**src/hdl/ctu_defs.svh**
```systemverilog
// Register offsets, field positions, reset values and codes of the charge time unit
`ifndef CTU_DEFS_SVH
`define CTU_DEFS_SVH
// ----------------------------------------
// Register byte addresses
// ----------------------------------------
`define CTU_OFF_CTRL_HIGH 12'h000
`define CTU_OFF_CTRL_LOW 12'h004
`define CTU_OFF_CURRENT 12'h008
// ----------------------------------------
// Field positions in the control high register
// ----------------------------------------
`define CTU_BIT_MODULE_ON 7
`define CTU_BIT_IDLE_HALT 5
`define CTU_BIT_DELAY_GEN 4
`define CTU_BIT_EDGE_UNBLOCK 3
`define CTU_BIT_EDGE_ORDER 2
`define CTU_BIT_SOURCE_GROUND 1
`define CTU_BIT_CONV_TRIG 0
`define CTU_HIGH_WMASK 8'hBF
// ----------------------------------------
// Field positions in the control low register
// ----------------------------------------
`define CTU_BIT_CH2_POL 7
`define CTU_BIT_CH1_POL 4
`define CTU_BIT_CH2_SEEN 1
`define CTU_BIT_CH1_SEEN 0
// ----------------------------------------
// Source select codes and reset values
// ----------------------------------------
`define CTU_SRC_PIN_ONE 2'h3
`define CTU_SRC_PIN_TWO 2'h2
`define CTU_SRC_ENH_CMP 2'h1
`define CTU_SRC_SEC_CMP 2'h0
`define CTU_RST_REG 8'h00
`endif

```
**src/hdl/ctu_pkg.sv**
```systemverilog
// Types shared by the charge time unit
package ctu_pkg;
    // Edge sources presented to the unit
    typedef struct packed {
        logic pin_one;
        logic pin_two;
        logic enh_cmp;
        logic sec_cmp;
    } ctu_src_t;
    // Outputs toward the analog current source and converter
    typedef struct packed {
        logic source_enable;
        logic source_ground;
        logic [1:0] current_range;
        logic [5:0] current_trim_code;
        logic delay_to_comparator;
        logic conversion_start;
    } ctu_analog_t;
endpackage : ctu_pkg

```
**src/hdl/ctu_top.sv**
```systemverilog
// Charge time unit control logic with APB register slave
`timescale 1ns/1ps
`include "ctu_defs.svh"
module ctu_top (
    input wire logic pclk,
    input wire logic presetn,
    input wire logic clk_en,
    input wire logic psel,
    input wire logic penable,
    input wire logic pwrite,
    input wire logic [11:0] paddr,
    input wire logic [31:0] pwdata,
    output logic [31:0] prdata,
    output logic pready,
    output logic pslverr,
    input wire logic chip_idle,
    input wire ctu_pkg::ctu_src_t sources,
    output ctu_pkg::ctu_analog_t analog,
    output logic source_off_flag
);
    // ----------------------------------------
    // State
    // ----------------------------------------
    logic [7:0] high_reg, high_next; // Control high
    logic [7:0] low_reg, low_next; // Control low with status bits
    logic [7:0] icon_reg, icon_next; // Trim and range
    logic [31:0] prdata_reg, prdata_next; // Read data
    logic pslverr_reg, pslverr_next; // Error answer
    logic pready_reg, pready_next; // Answer strobe
    ctu_pkg::ctu_analog_t ana_reg, ana_next; // Analog controls
    logic flag_reg, flag_next; // Source turned off pulse
    logic src_on_prev_reg, src_on_prev_next; // Previous source enable

    // Picks the selected source level
    function automatic logic pick_source(input logic [1:0] sel, input ctu_pkg::ctu_src_t s);
        logic r;
        r = 1'b0;
        unique case (sel)
            `CTU_SRC_PIN_ONE: r = s.pin_one;
            `CTU_SRC_PIN_TWO: r = s.pin_two;
            `CTU_SRC_ENH_CMP: r = s.enh_cmp;
            `CTU_SRC_SEC_CMP: r = s.sec_cmp;
        endcase
        return r;
    endfunction : pick_source

    // True for the three register addresses; anything else answers with an error
    function automatic logic addr_mapped(input logic [11:0] a);
        return (a == `CTU_OFF_CTRL_HIGH) | (a == `CTU_OFF_CTRL_LOW)
            | (a == `CTU_OFF_CURRENT);
    endfunction : addr_mapped

    // ----------------------------------------
    // Combinational decode
    // ----------------------------------------
    logic running; // Unit active
    logic edge1_hit; // Channel one level matches
    logic edge2_hit; // Channel two level matches
    logic wr_hit; // APB write at the edge that samples pready high
    logic src_on; // Source enable term
    logic [7:0] low_view; // Registered status, without this cycle's events

    always_comb begin
        // Unit runs when on and not halted by idle
        running = high_reg[`CTU_BIT_MODULE_ON]
            & ~(high_reg[`CTU_BIT_IDLE_HALT] & chip_idle);
        // Level compare against polarity; level, not transition
        edge1_hit = running & high_reg[`CTU_BIT_EDGE_UNBLOCK]
            & (pick_source(low_reg[3:2], sources) == low_reg[`CTU_BIT_CH1_POL]);
        edge2_hit = running & high_reg[`CTU_BIT_EDGE_UNBLOCK]
            & (pick_source(low_reg[6:5], sources) == low_reg[`CTU_BIT_CH2_POL])
            & (~high_reg[`CTU_BIT_EDGE_ORDER] | low_reg[`CTU_BIT_CH1_SEEN]);
        wr_hit = psel & penable & pwrite & pready_reg;
        low_view = low_reg;
    end

    // ----------------------------------------
    // Register and bus next state
    // ----------------------------------------
    always_comb begin
        high_next = high_reg;
        low_next = low_reg;
        icon_next = icon_reg;
        prdata_next = prdata_reg;
        pslverr_next = 1'b0;
        pready_next = 1'b0;
        // Software write lands at the edge that samples pready high, so it
        // takes effect together with the answer; hardware set below wins
        if (wr_hit) begin
            unique case (paddr)
                `CTU_OFF_CTRL_HIGH: high_next = pwdata[7:0] & `CTU_HIGH_WMASK;
                `CTU_OFF_CTRL_LOW: low_next = pwdata[7:0];
                `CTU_OFF_CURRENT: icon_next = pwdata[7:0];
                default: icon_next = icon_reg; // Unmapped write is dropped
            endcase
        end
        // Edge responses set status bits
        if (edge1_hit) begin
            low_next[`CTU_BIT_CH1_SEEN] = 1'b1;
        end
        if (edge2_hit) begin
            low_next[`CTU_BIT_CH2_SEEN] = 1'b1;
        end
        // Access phase answered one cycle after entering it
        if (psel & penable & ~pready_reg) begin
            pready_next = 1'b1;
            // Unmapped address answers with an error in either direction
            if (!addr_mapped(paddr)) begin
                pslverr_next = 1'b1;
            end
            if (!pwrite) begin
                unique case (paddr)
                    `CTU_OFF_CTRL_HIGH: prdata_next = {24'h000000, high_reg};
                    `CTU_OFF_CTRL_LOW: prdata_next = {24'h000000, low_view};
                    `CTU_OFF_CURRENT: prdata_next = {24'h000000, icon_reg};
                    default: begin
                        prdata_next = 32'h00000000;
                        pslverr_next = 1'b1;
                    end
                endcase
            end
        end
    end

    // ----------------------------------------
    // Analog side next state
    // ----------------------------------------
    always_comb begin
        // Exactly one status set powers the source, only when on
        src_on = (low_reg[`CTU_BIT_CH1_SEEN] ^ low_reg[`CTU_BIT_CH2_SEEN])
            & high_reg[`CTU_BIT_MODULE_ON];
        ana_next.source_enable = src_on;
        ana_next.source_ground = high_reg[`CTU_BIT_SOURCE_GROUND];
        ana_next.current_range = icon_reg[1:0];
        ana_next.current_trim_code = icon_reg[7:2];
        ana_next.delay_to_comparator = running & high_reg[`CTU_BIT_DELAY_GEN];
        // Trigger when second edge completes the measurement
        ana_next.conversion_start = running & high_reg[`CTU_BIT_CONV_TRIG]
            & low_reg[`CTU_BIT_CH1_SEEN] & low_reg[`CTU_BIT_CH2_SEEN];
        src_on_prev_next = src_on;
        flag_next = src_on_prev_reg & ~src_on;
    end

    // ----------------------------------------
    // Registers
    // ----------------------------------------
    always_ff @(posedge pclk or negedge presetn) begin
        if (!presetn) begin
            high_reg <= `CTU_RST_REG;
            low_reg <= `CTU_RST_REG;
            icon_reg <= `CTU_RST_REG;
            prdata_reg <= 32'h00000000;
            pslverr_reg <= 1'b0;
            pready_reg <= 1'b0;
            ana_reg <= '0;
            flag_reg <= 1'b0;
            src_on_prev_reg <= 1'b0;
        end else if (clk_en) begin
            high_reg <= high_next;
            low_reg <= low_next;
            icon_reg <= icon_next;
            prdata_reg <= prdata_next;
            pslverr_reg <= pslverr_next;
            pready_reg <= pready_next;
            ana_reg <= ana_next;
            flag_reg <= flag_next;
            src_on_prev_reg <= src_on_prev_next;
        end
    end

    assign prdata = prdata_reg;
    assign pready = pready_reg;
    assign pslverr = pslverr_reg;
    assign analog = ana_reg;
    assign source_off_flag = flag_reg;

    // ----------------------------------------
    // Assertions
    // ----------------------------------------
    property p_off_quiet;
        @(posedge pclk) disable iff (!presetn)
        (clk_en && !high_reg[`CTU_BIT_MODULE_ON]) |=> !analog.source_enable
            && !analog.conversion_start;
    endproperty
    a_off_quiet: assert property (p_off_quiet) else $error("Source active while off");
    property p_exactly_one;
        @(posedge pclk) disable iff (!presetn)
        (clk_en && high_reg[7] && (low_reg[0] ^ low_reg[1])) |=> analog.source_enable;
    endproperty
    a_exactly_one: assert property (p_exactly_one) else $error("Source not enabled");
    property p_flag_fall;
        @(posedge pclk) disable iff (!presetn)
        (clk_en && $fell(analog.source_enable)) |-> source_off_flag;
    endproperty
    a_flag_fall: assert property (p_flag_fall) else $error("Missing off flag");
    property p_high_bit6;
        @(posedge pclk) disable iff (!presetn) !high_reg[6];
    endproperty
    a_high_bit6: assert property (p_high_bit6) else $error("Bit six set");
    property p_blocked;
        @(posedge pclk) disable iff (!presetn)
        (clk_en && !high_reg[3] && !wr_hit && !low_reg[0]) |=> !low_reg[0];
    endproperty
    a_blocked: assert property (p_blocked) else $error("Edge passed while blocked");
    property p_order;
        @(posedge pclk) disable iff (!presetn)
        (clk_en && high_reg[2] && !low_reg[0] && !low_reg[1] && !wr_hit) |=> !low_reg[1];
    endproperty
    a_order: assert property (p_order) else $error("Edge two before one");
    property p_set_ch1;
        @(posedge pclk) disable iff (!presetn) (clk_en && edge1_hit) |=> low_reg[0];
    endproperty
    a_set_ch1: assert property (p_set_ch1) else $error("Status one not set");
    property p_trig;
        @(posedge pclk) disable iff (!presetn)
        (clk_en && !high_reg[0]) |=> !analog.conversion_start;
    endproperty
    a_trig: assert property (p_trig) else $error("Trigger while disabled");
    property p_answer;
        @(posedge pclk) disable iff (!presetn)
        (clk_en && psel && penable && !pready) |=> pready;
    endproperty
    a_answer: assert property (p_answer) else $error("No APB answer");
    // Bus answer checks
    property p_ready_pulse;
        @(posedge pclk) disable iff (!presetn)
        (clk_en && pready) |=> !pready;
    endproperty
    a_ready_pulse: assert property (p_ready_pulse) else $error("Ready longer than one cycle");
    property p_err_with_ready;
        @(posedge pclk) disable iff (!presetn)
        pslverr |-> pready;
    endproperty
    a_err_with_ready: assert property (p_err_with_ready) else $error("Error without ready");
    // Control and status checks
    property p_off_no_delay;
        @(posedge pclk) disable iff (!presetn)
        (clk_en && !high_reg[`CTU_BIT_MODULE_ON]) |=> !analog.delay_to_comparator;
    endproperty
    a_off_no_delay: assert property (p_off_no_delay) else $error("Delay mode while off");
    property p_idle_stop;
        @(posedge pclk) disable iff (!presetn)
        (clk_en && high_reg[`CTU_BIT_IDLE_HALT] && chip_idle) |=> !analog.delay_to_comparator
            && !analog.conversion_start;
    endproperty
    a_idle_stop: assert property (p_idle_stop) else $error("Unit ran while idle");
    property p_delay_off;
        @(posedge pclk) disable iff (!presetn)
        (clk_en && !high_reg[`CTU_BIT_DELAY_GEN]) |=> !analog.delay_to_comparator;
    endproperty
    a_delay_off: assert property (p_delay_off) else $error("Delay mode while disabled");
    property p_ground;
        @(posedge pclk) disable iff (!presetn)
        (clk_en && high_reg[`CTU_BIT_SOURCE_GROUND]) |=> analog.source_ground;
    endproperty
    a_ground: assert property (p_ground) else $error("Source not grounded");
    property p_range_off;
        @(posedge pclk) disable iff (!presetn)
        (clk_en && icon_reg[1:0] == 2'h0) |=> analog.current_range == 2'h0;
    endproperty
    a_range_off: assert property (p_range_off) else $error("Range not disabled");
    property p_set_ch2;
        @(posedge pclk) disable iff (!presetn)
        (clk_en && edge2_hit) |=> low_reg[`CTU_BIT_CH2_SEEN];
    endproperty
    a_set_ch2: assert property (p_set_ch2) else $error("Status two not set");
    property p_both_off;
        @(posedge pclk) disable iff (!presetn)
        (clk_en && !(low_reg[`CTU_BIT_CH1_SEEN] ^ low_reg[`CTU_BIT_CH2_SEEN]))
            |=> !analog.source_enable;
    endproperty
    a_both_off: assert property (p_both_off) else $error("Source on with equal status");
    property p_flag_pulse;
        @(posedge pclk) disable iff (!presetn)
        (clk_en && source_off_flag) |=> !source_off_flag;
    endproperty
    a_flag_pulse: assert property (p_flag_pulse) else $error("Off flag longer than one cycle");
    c_src_on: cover property (@(posedge pclk) disable iff (!presetn) $rose(analog.source_enable));
    c_flag: cover property (@(posedge pclk) disable iff (!presetn) source_off_flag);
    c_trig: cover property (@(posedge pclk) disable iff (!presetn) analog.conversion_start);
    // Error answer and an ordered measurement waiting for its second edge
    c_read_err: cover property (@(posedge pclk) disable iff (!presetn) pslverr);
    c_order_wait: cover property (@(posedge pclk) disable iff (!presetn)
        high_reg[2] && low_reg[0] && !low_reg[1]);
endmodule : ctu_top

```
**config.mk**
```make
export PLATFORM = sky130hd
export DESIGN_NAME = ctu_top
export DESIGN_NICKNAME = d
export VERILOG_FILES = /design/src/hdl/ctu_pkg.sv /design/src/hdl/ctu_top.sv
export VERILOG_INCLUDE_DIRS = /design/src /design/src/hdl
export SDC_FILE = /design/constraint.sdc
export NUM_CORES = 1
export LEC_CHECK = 0
export BUFFER_PORTS_ARGS = -buffer_cell sky130_fd_sc_hd__buf_2
export CORE_MARGIN = 2
export CORE_UTILIZATION = 47
export CTS_CLUSTER_SIZE = 24
export DETAILED_ROUTE_END_ITERATION = 6
export PLACE_DENSITY = 0.79
export SLEW_MARGIN = 5
export SYNTH_ARGS = -nofsm -noshare
export SYNTH_HDL_FRONTEND = slang
export SYNTH_SLANG_ARGS = --single-unit
```
**constraint.sdc**
```tcl
create_clock -name pclk -period 1.94 [get_ports pclk]
set_input_delay 0.485 -clock pclk [delete_from_list [all_inputs] [get_ports pclk]]
set_output_delay 0.485 -clock pclk [all_outputs]
set_load 0.01 [all_outputs]
```
==> flow_summary.ini, run 1 <==
[floorplan]
io_pins = 102
rows = 25
start_util_pct = 49.2
core_area_um2 = 4750
dieArea_um2 = 5560
die_x_um = 74.6
die_h_um = 74.6

[cells_and_area]
n_antenna_cell = 0
fill_cells = 421
multi_input_area_um2 = 1030
largest_register_ffs = 12
syn_to_final_growth_pct = 15.8
seq_area_um2 = 1150
final_layout_size_suffix_gt1_share_pct = 42.1
layout_common_cells = 53 x buf_2, 46 x dfrtp_1, 24 x mux2_2, 24 x conb_1, 12 x nand2_1
layout.nets = 308
mostFrequentLayoutCell = buf_2

[routing]
final_antenna_net_count = 0
dr.pass1.iters = 4
routed_via_density = 5.06
drtIter0Drc = 103
drcViolationCount = 0
routed_wl_um = 4710
wl_per_cell_um = 14.7
num_vias = 1624

[clock_tree]
cts_setup_buffers = 0
cts_tree = built
clk_pin_slew_ns = 0.08
cts_max_level = 2
clockRootBuffer = clkbuf_8
cts_buffer_depth = 2
clock_sinks = 46
insertion_delay_ns = 0.30
cts_resized = 0
cts_hold_buffers = 0
cts_buffers = 5

[grt]
grt_pass1_wl_um = 7730
grt_max_degree = 25
grt_use_total_pct = 19.0
gr-total-overflow = 0
antenna_found_initial = 0
grt_pass1_vias = 1566

[synth]
synthArstFlopShare_pct = 100
synth_area_leaders = dfrtp_1 49%, mux2_2 12%, buf_4 8.3%, mux2_4 4.5%, mux2i_1 3.9%
syn-cell-area_um2 = 2340
synth_ff_type = dfrtp_1
synth_edf_count = 0
yosys_register_bits = 46
yosys_warnings = 0
yosysTopAreaCell = dfrtp_1
ys_types = 34
netlist_instances = 196
yosysTopAreaCellShare_pct = 49.2
ys_seq_area_share_pct = 49.2
synth.avg_cell_area_um2 = 11.9

[sta]
rsz0062_at_grt = false
hold_violations = 0
maxSlewViolCount = 0
finalSetupViolations = 0
fmax_mhz = 573
skew_ns = 0.00328
min_period_ns = 1.74
max_slew_margin_pct = 64.0
setup_tns_ns = 0
fin_crit_sh_pct = 89.9
hold_slack_ns = 0.158
max_slew.worst_pin.slew_ns = 0.540

[critical_path]
worstPathRequired_ns = 2.13
path_cells = and4bb_2 > nand4_1 > buf_4 > and2b_2 > mux2_2
cp.arrival_ns = 1.93
crit_path_end_kind = register
slowest_delay_ns = 0.42
path_max_fanout = 8
startpoint_type = register
cp_slowest_cell = dfrtp_1
criticalPathCategory = register to register

[power]
peakVddDrop_uv = 502
p_leak_uw = 0.00143
power_density_nw_per_um2 = 632

[placed_design]
hpwl_um = 3620
gp_congestion = 0.855
io_buffers = 53

[run_status]
status = complete, no violations

[min_path]
hp-class = input port to asynchronous set/reset pin

[job]
cap_violations = 0
-- worst paths after layout --
check	start	endpoint	slack, ns	depth (start not counted)
max in group asynchronous	presetn	high_reg[0]	1.27	2
min	presetn	analog[3]	0.16	1
min in group pclk	pwdata[6]	low_reg[6]	0.43	2
max	pready	icon_reg[6]	0.20	5
min reg2reg	prdata[0]	prdata[0]	0.48	2
max reg2reg	pready	icon_reg[6]	0.20	5
-- final cells by class --
type	count	area share (%)
Sequential cell	46	42.5
Timing Repair Buffer	62	12.7
Multi-Input combinational cell	136	37.9
Tap cell	67	3.09
Inverter	2	0.277
Clock inverter	2	0.462
Clock buffer	6	3.05
-- power by group --
part           internal [uW]  switching [uW]
Combinational           51.9            91.4
Clock                    286             320
Sequential               961            3.14
-- per-stage QoR --
stage               power (uW)  instances  utilization (%)  area (um2)  setup slack, ns
finish                    1710        321             57.0        2710            0.196
global route              1800        321             57.0        2710           0.0989
CTS                       1730        321             57.0        2710            0.183
detailed placement        1130        313             55.0        2620           -0.116
global placement          1120        313             55.0        2620           -0.139
floorplan                 1080        219                -        2430            0.144
-- kinds of logic after synthesis --
family | synth area share, %
muxes | 21.8
DFF | 49.2
xor gates and xnor gates | 1.12
and+or+nand+nor | 9.57
AOI/OAI and AO/OA | 7.54
buffers and inverters | 10.6
other | 0.160
-- per-layer routing --
layer | GRT usage, % | wire length (um) | up-vias
met5 | 0 | 0 | -
met2 | 30.2 | 2240 | 78
met4 | 6.15 | 89 | 0
met1 | 25.9 | 2000 | 783
li1 | - | - | 754
met3 | 4.47 | 384 | 9
-- cells in the mapped netlist, drive strengths merged, types with 3 or more instances --
master,number
a21oi,9
buf,30
clkbuf,5
dfrtp,46
mux2,31
mux2i,9
nand2,12
nand3,3
nor2,11
o2bb2ai,3
o31ai,8
-- critical path: cells and delay by family, from the launching register on --
family                 cells  cell delay (ns)
buffers and inverters      1             0.16
flip-flops                 1             0.42
multiplexers               1             0.36
AND/OR/NAND/NOR            3             0.68
No activity file was read; power rests on OpenSTA's default activity.
==> run 2, diff against run 1 <==
--- a/config.mk
+++ b/config.mk
@@ -7,11 +7,13 @@
 export NUM_CORES = 1
 export LEC_CHECK = 0
 export BUFFER_PORTS_ARGS = -buffer_cell sky130_fd_sc_hd__buf_2
+export CELL_PAD_IN_SITES_DETAIL_PLACEMENT = 0
+export CELL_PAD_IN_SITES_GLOBAL_PLACEMENT = 2
 export CORE_MARGIN = 2
-export CORE_UTILIZATION = 47
+export CORE_UTILIZATION = 29
 export CTS_CLUSTER_SIZE = 24
 export DETAILED_ROUTE_END_ITERATION = 6
-export PLACE_DENSITY = 0.79
+export PLACE_DENSITY = 0.8
 export SLEW_MARGIN = 5
 export SYNTH_ARGS = -nofsm -noshare
 export SYNTH_HDL_FRONTEND = slang
==> run 2 against run 1 <==
- combinational power grew 3%
- register-to-register slack gained 0.05 ns
- clock skew grew 0.0063 ns
- largest cell class unchanged
==> flow_summary.ini, run 2 (same netlist as run 1, synthesis figures left out) <==
[critical_path]
cp.arrival_ns = 2.00
critPathTopFamily = simple AND/OR/NAND/NOR gates
crit_path_end_kind = register
startpoint_type = input port
worstPathRequired_ns = 2.12
critical_path_buf_inv_count = 2
path_cells = buf_2 > nor4_2 > nand4_1 > buf_4 > and2b_2 > mux2_2
path_max_fanout = 8
cp_slowest_cell = mux2_2
criticalPathCategory = input port to register
slowest_delay_ns = 0.36

[routing]
dr.pass1.iters = 4
wl_per_cell_um = 14.7
final_antenna_net_count = 0
routed_wl_um = 5230
drcViolationCount = 0
top_layer = met4
met1Wirelength_um = 2440
wl_met2_um = 2390
dr_wl_met3_um = 337
routed_via_density = 4.49
num_vias = 1598
drtIter0Drc = 54

[placed_design]
hpwl_um = 4080
pre_cts_ws_ns = -0.230
dpl.cell_count = 349
gp_congestion = 0.774
io_buffers = 53

[clock_tree]
cts_buffers = 5
cts_hold_buffers = 0
cts_tree = built
clk_pin_slew_ns = 0.08
cts_setup_buffers = 0
insertion_delay_ns = 0.30
cts_max_level = 2
cts_resized = 0
clock_sinks = 46
clockRootBuffer = clkbuf_8
cts_buffer_depth = 2

[grt]
gr-total-overflow = 0
antenna_found_initial = 0
grt_pass1_vias = 1571
grt_use_total_pct = 12.4
grt_pass1_wl_um = 8270
grt_max_degree = 30

[cells_and_area]
layout_common_cells = 53 x buf_2, 46 x dfrtp_1, 24 x mux2_2, 24 x conb_1, 12 x nand2_1
mostFrequentLayoutCell = buf_2
fill_cells = 806
layout.nets = 309
largest_register_ffs = 12
n_antenna_cell = 0
finalNonFillerCells = 356
syn_to_final_growth_pct = 17.2
final_layout_size_suffix_gt1_share_pct = 41.3

[power]
p_leak_uw = 0.00143
finalPower_uw = 1660
power_density_nw_per_um2 = 606
peakVddDrop_uv = 202

[job]
cap_violations = 0

[min_path]
hp-class = input port to asynchronous set/reset pin

[sta]
fin_crit_sh_pct = 93.7
hold_violations = 0
hold_slack_ns = 0.117
maxSlewViolCount = 0
rsz0062_at_grt = false
skew_ns = 0.00959
min_period_ns = 1.82
fmax_mhz = 550
finalSetupViolations = 0
setup_tns_ns = 0
worst_slack_ns = 0.121

[run_status]
status = complete, no violations

[floorplan]
dieArea_um2 = 8800
rows = 32
die_h_um = 93.8
core_area_um2 = 7770
start_util_pct = 30.1
die_x_um = 93.8
io_pins = 102
run 2: power by group:
part	switching [uW]	internal, uW
clock	303	248
combinational	95.0	52.8
sequential	1.68	961
total	400	1260
run 2: routing by layer:
metal	vias up	track usage (%)
li1	754	-
met1	785	16.9
met2	52	19.0
met3	7	3.53
met4	0	3.99
met5	-	0
run 2: path summary, 6_finish.rpt:
path / start / cells after the start / endpoint / slack [ns]
setup / recovery: paddr[9] / 6 / icon_reg[2] / 0.12
hold / removal: presetn / 1 / icon_reg[2] / 0.12
setup reg to reg: pready / 5 / icon_reg[2] / 0.25
hold reg to reg: prdata[6] / 2 / prdata[6] / 0.47
max in group asynchronous: presetn / 2 / source_off_flag / 1.32
min in group pclk: pwdata[4] / 2 / high_reg[4] / 0.45
run 2: metrics by stage:
step                      cell area (um2)  util [%]
after floorplan                      2430         -
after global placement               2670      34.3
after detailed placement             2670      34.3
after CTS                            2740      35.3
after global routing                 2740      35.3
final                                2740      35.3
run 2: area by class of cell:
cell class | instances | area, um2 | share of cell area, %
tap | 102 | 128 | 4.65
sequential | 46 | 1150 | 42.0
inverter | 2 | 7.51 | 0.274
timing repair buffer | 63 | 353 | 12.9
clock buffer | 7 | 76.3 | 2.78
multi-input combinational | 136 | 1030 | 37.5
run 2: worst register-to-register path, stage by stage, from the launching register on:
cell      delay, ns
dfrtp_1        0.34
and4bb_2       0.21
nand4_1        0.14
buf_4          0.18
and2b_2        0.34
mux2_2         0.37
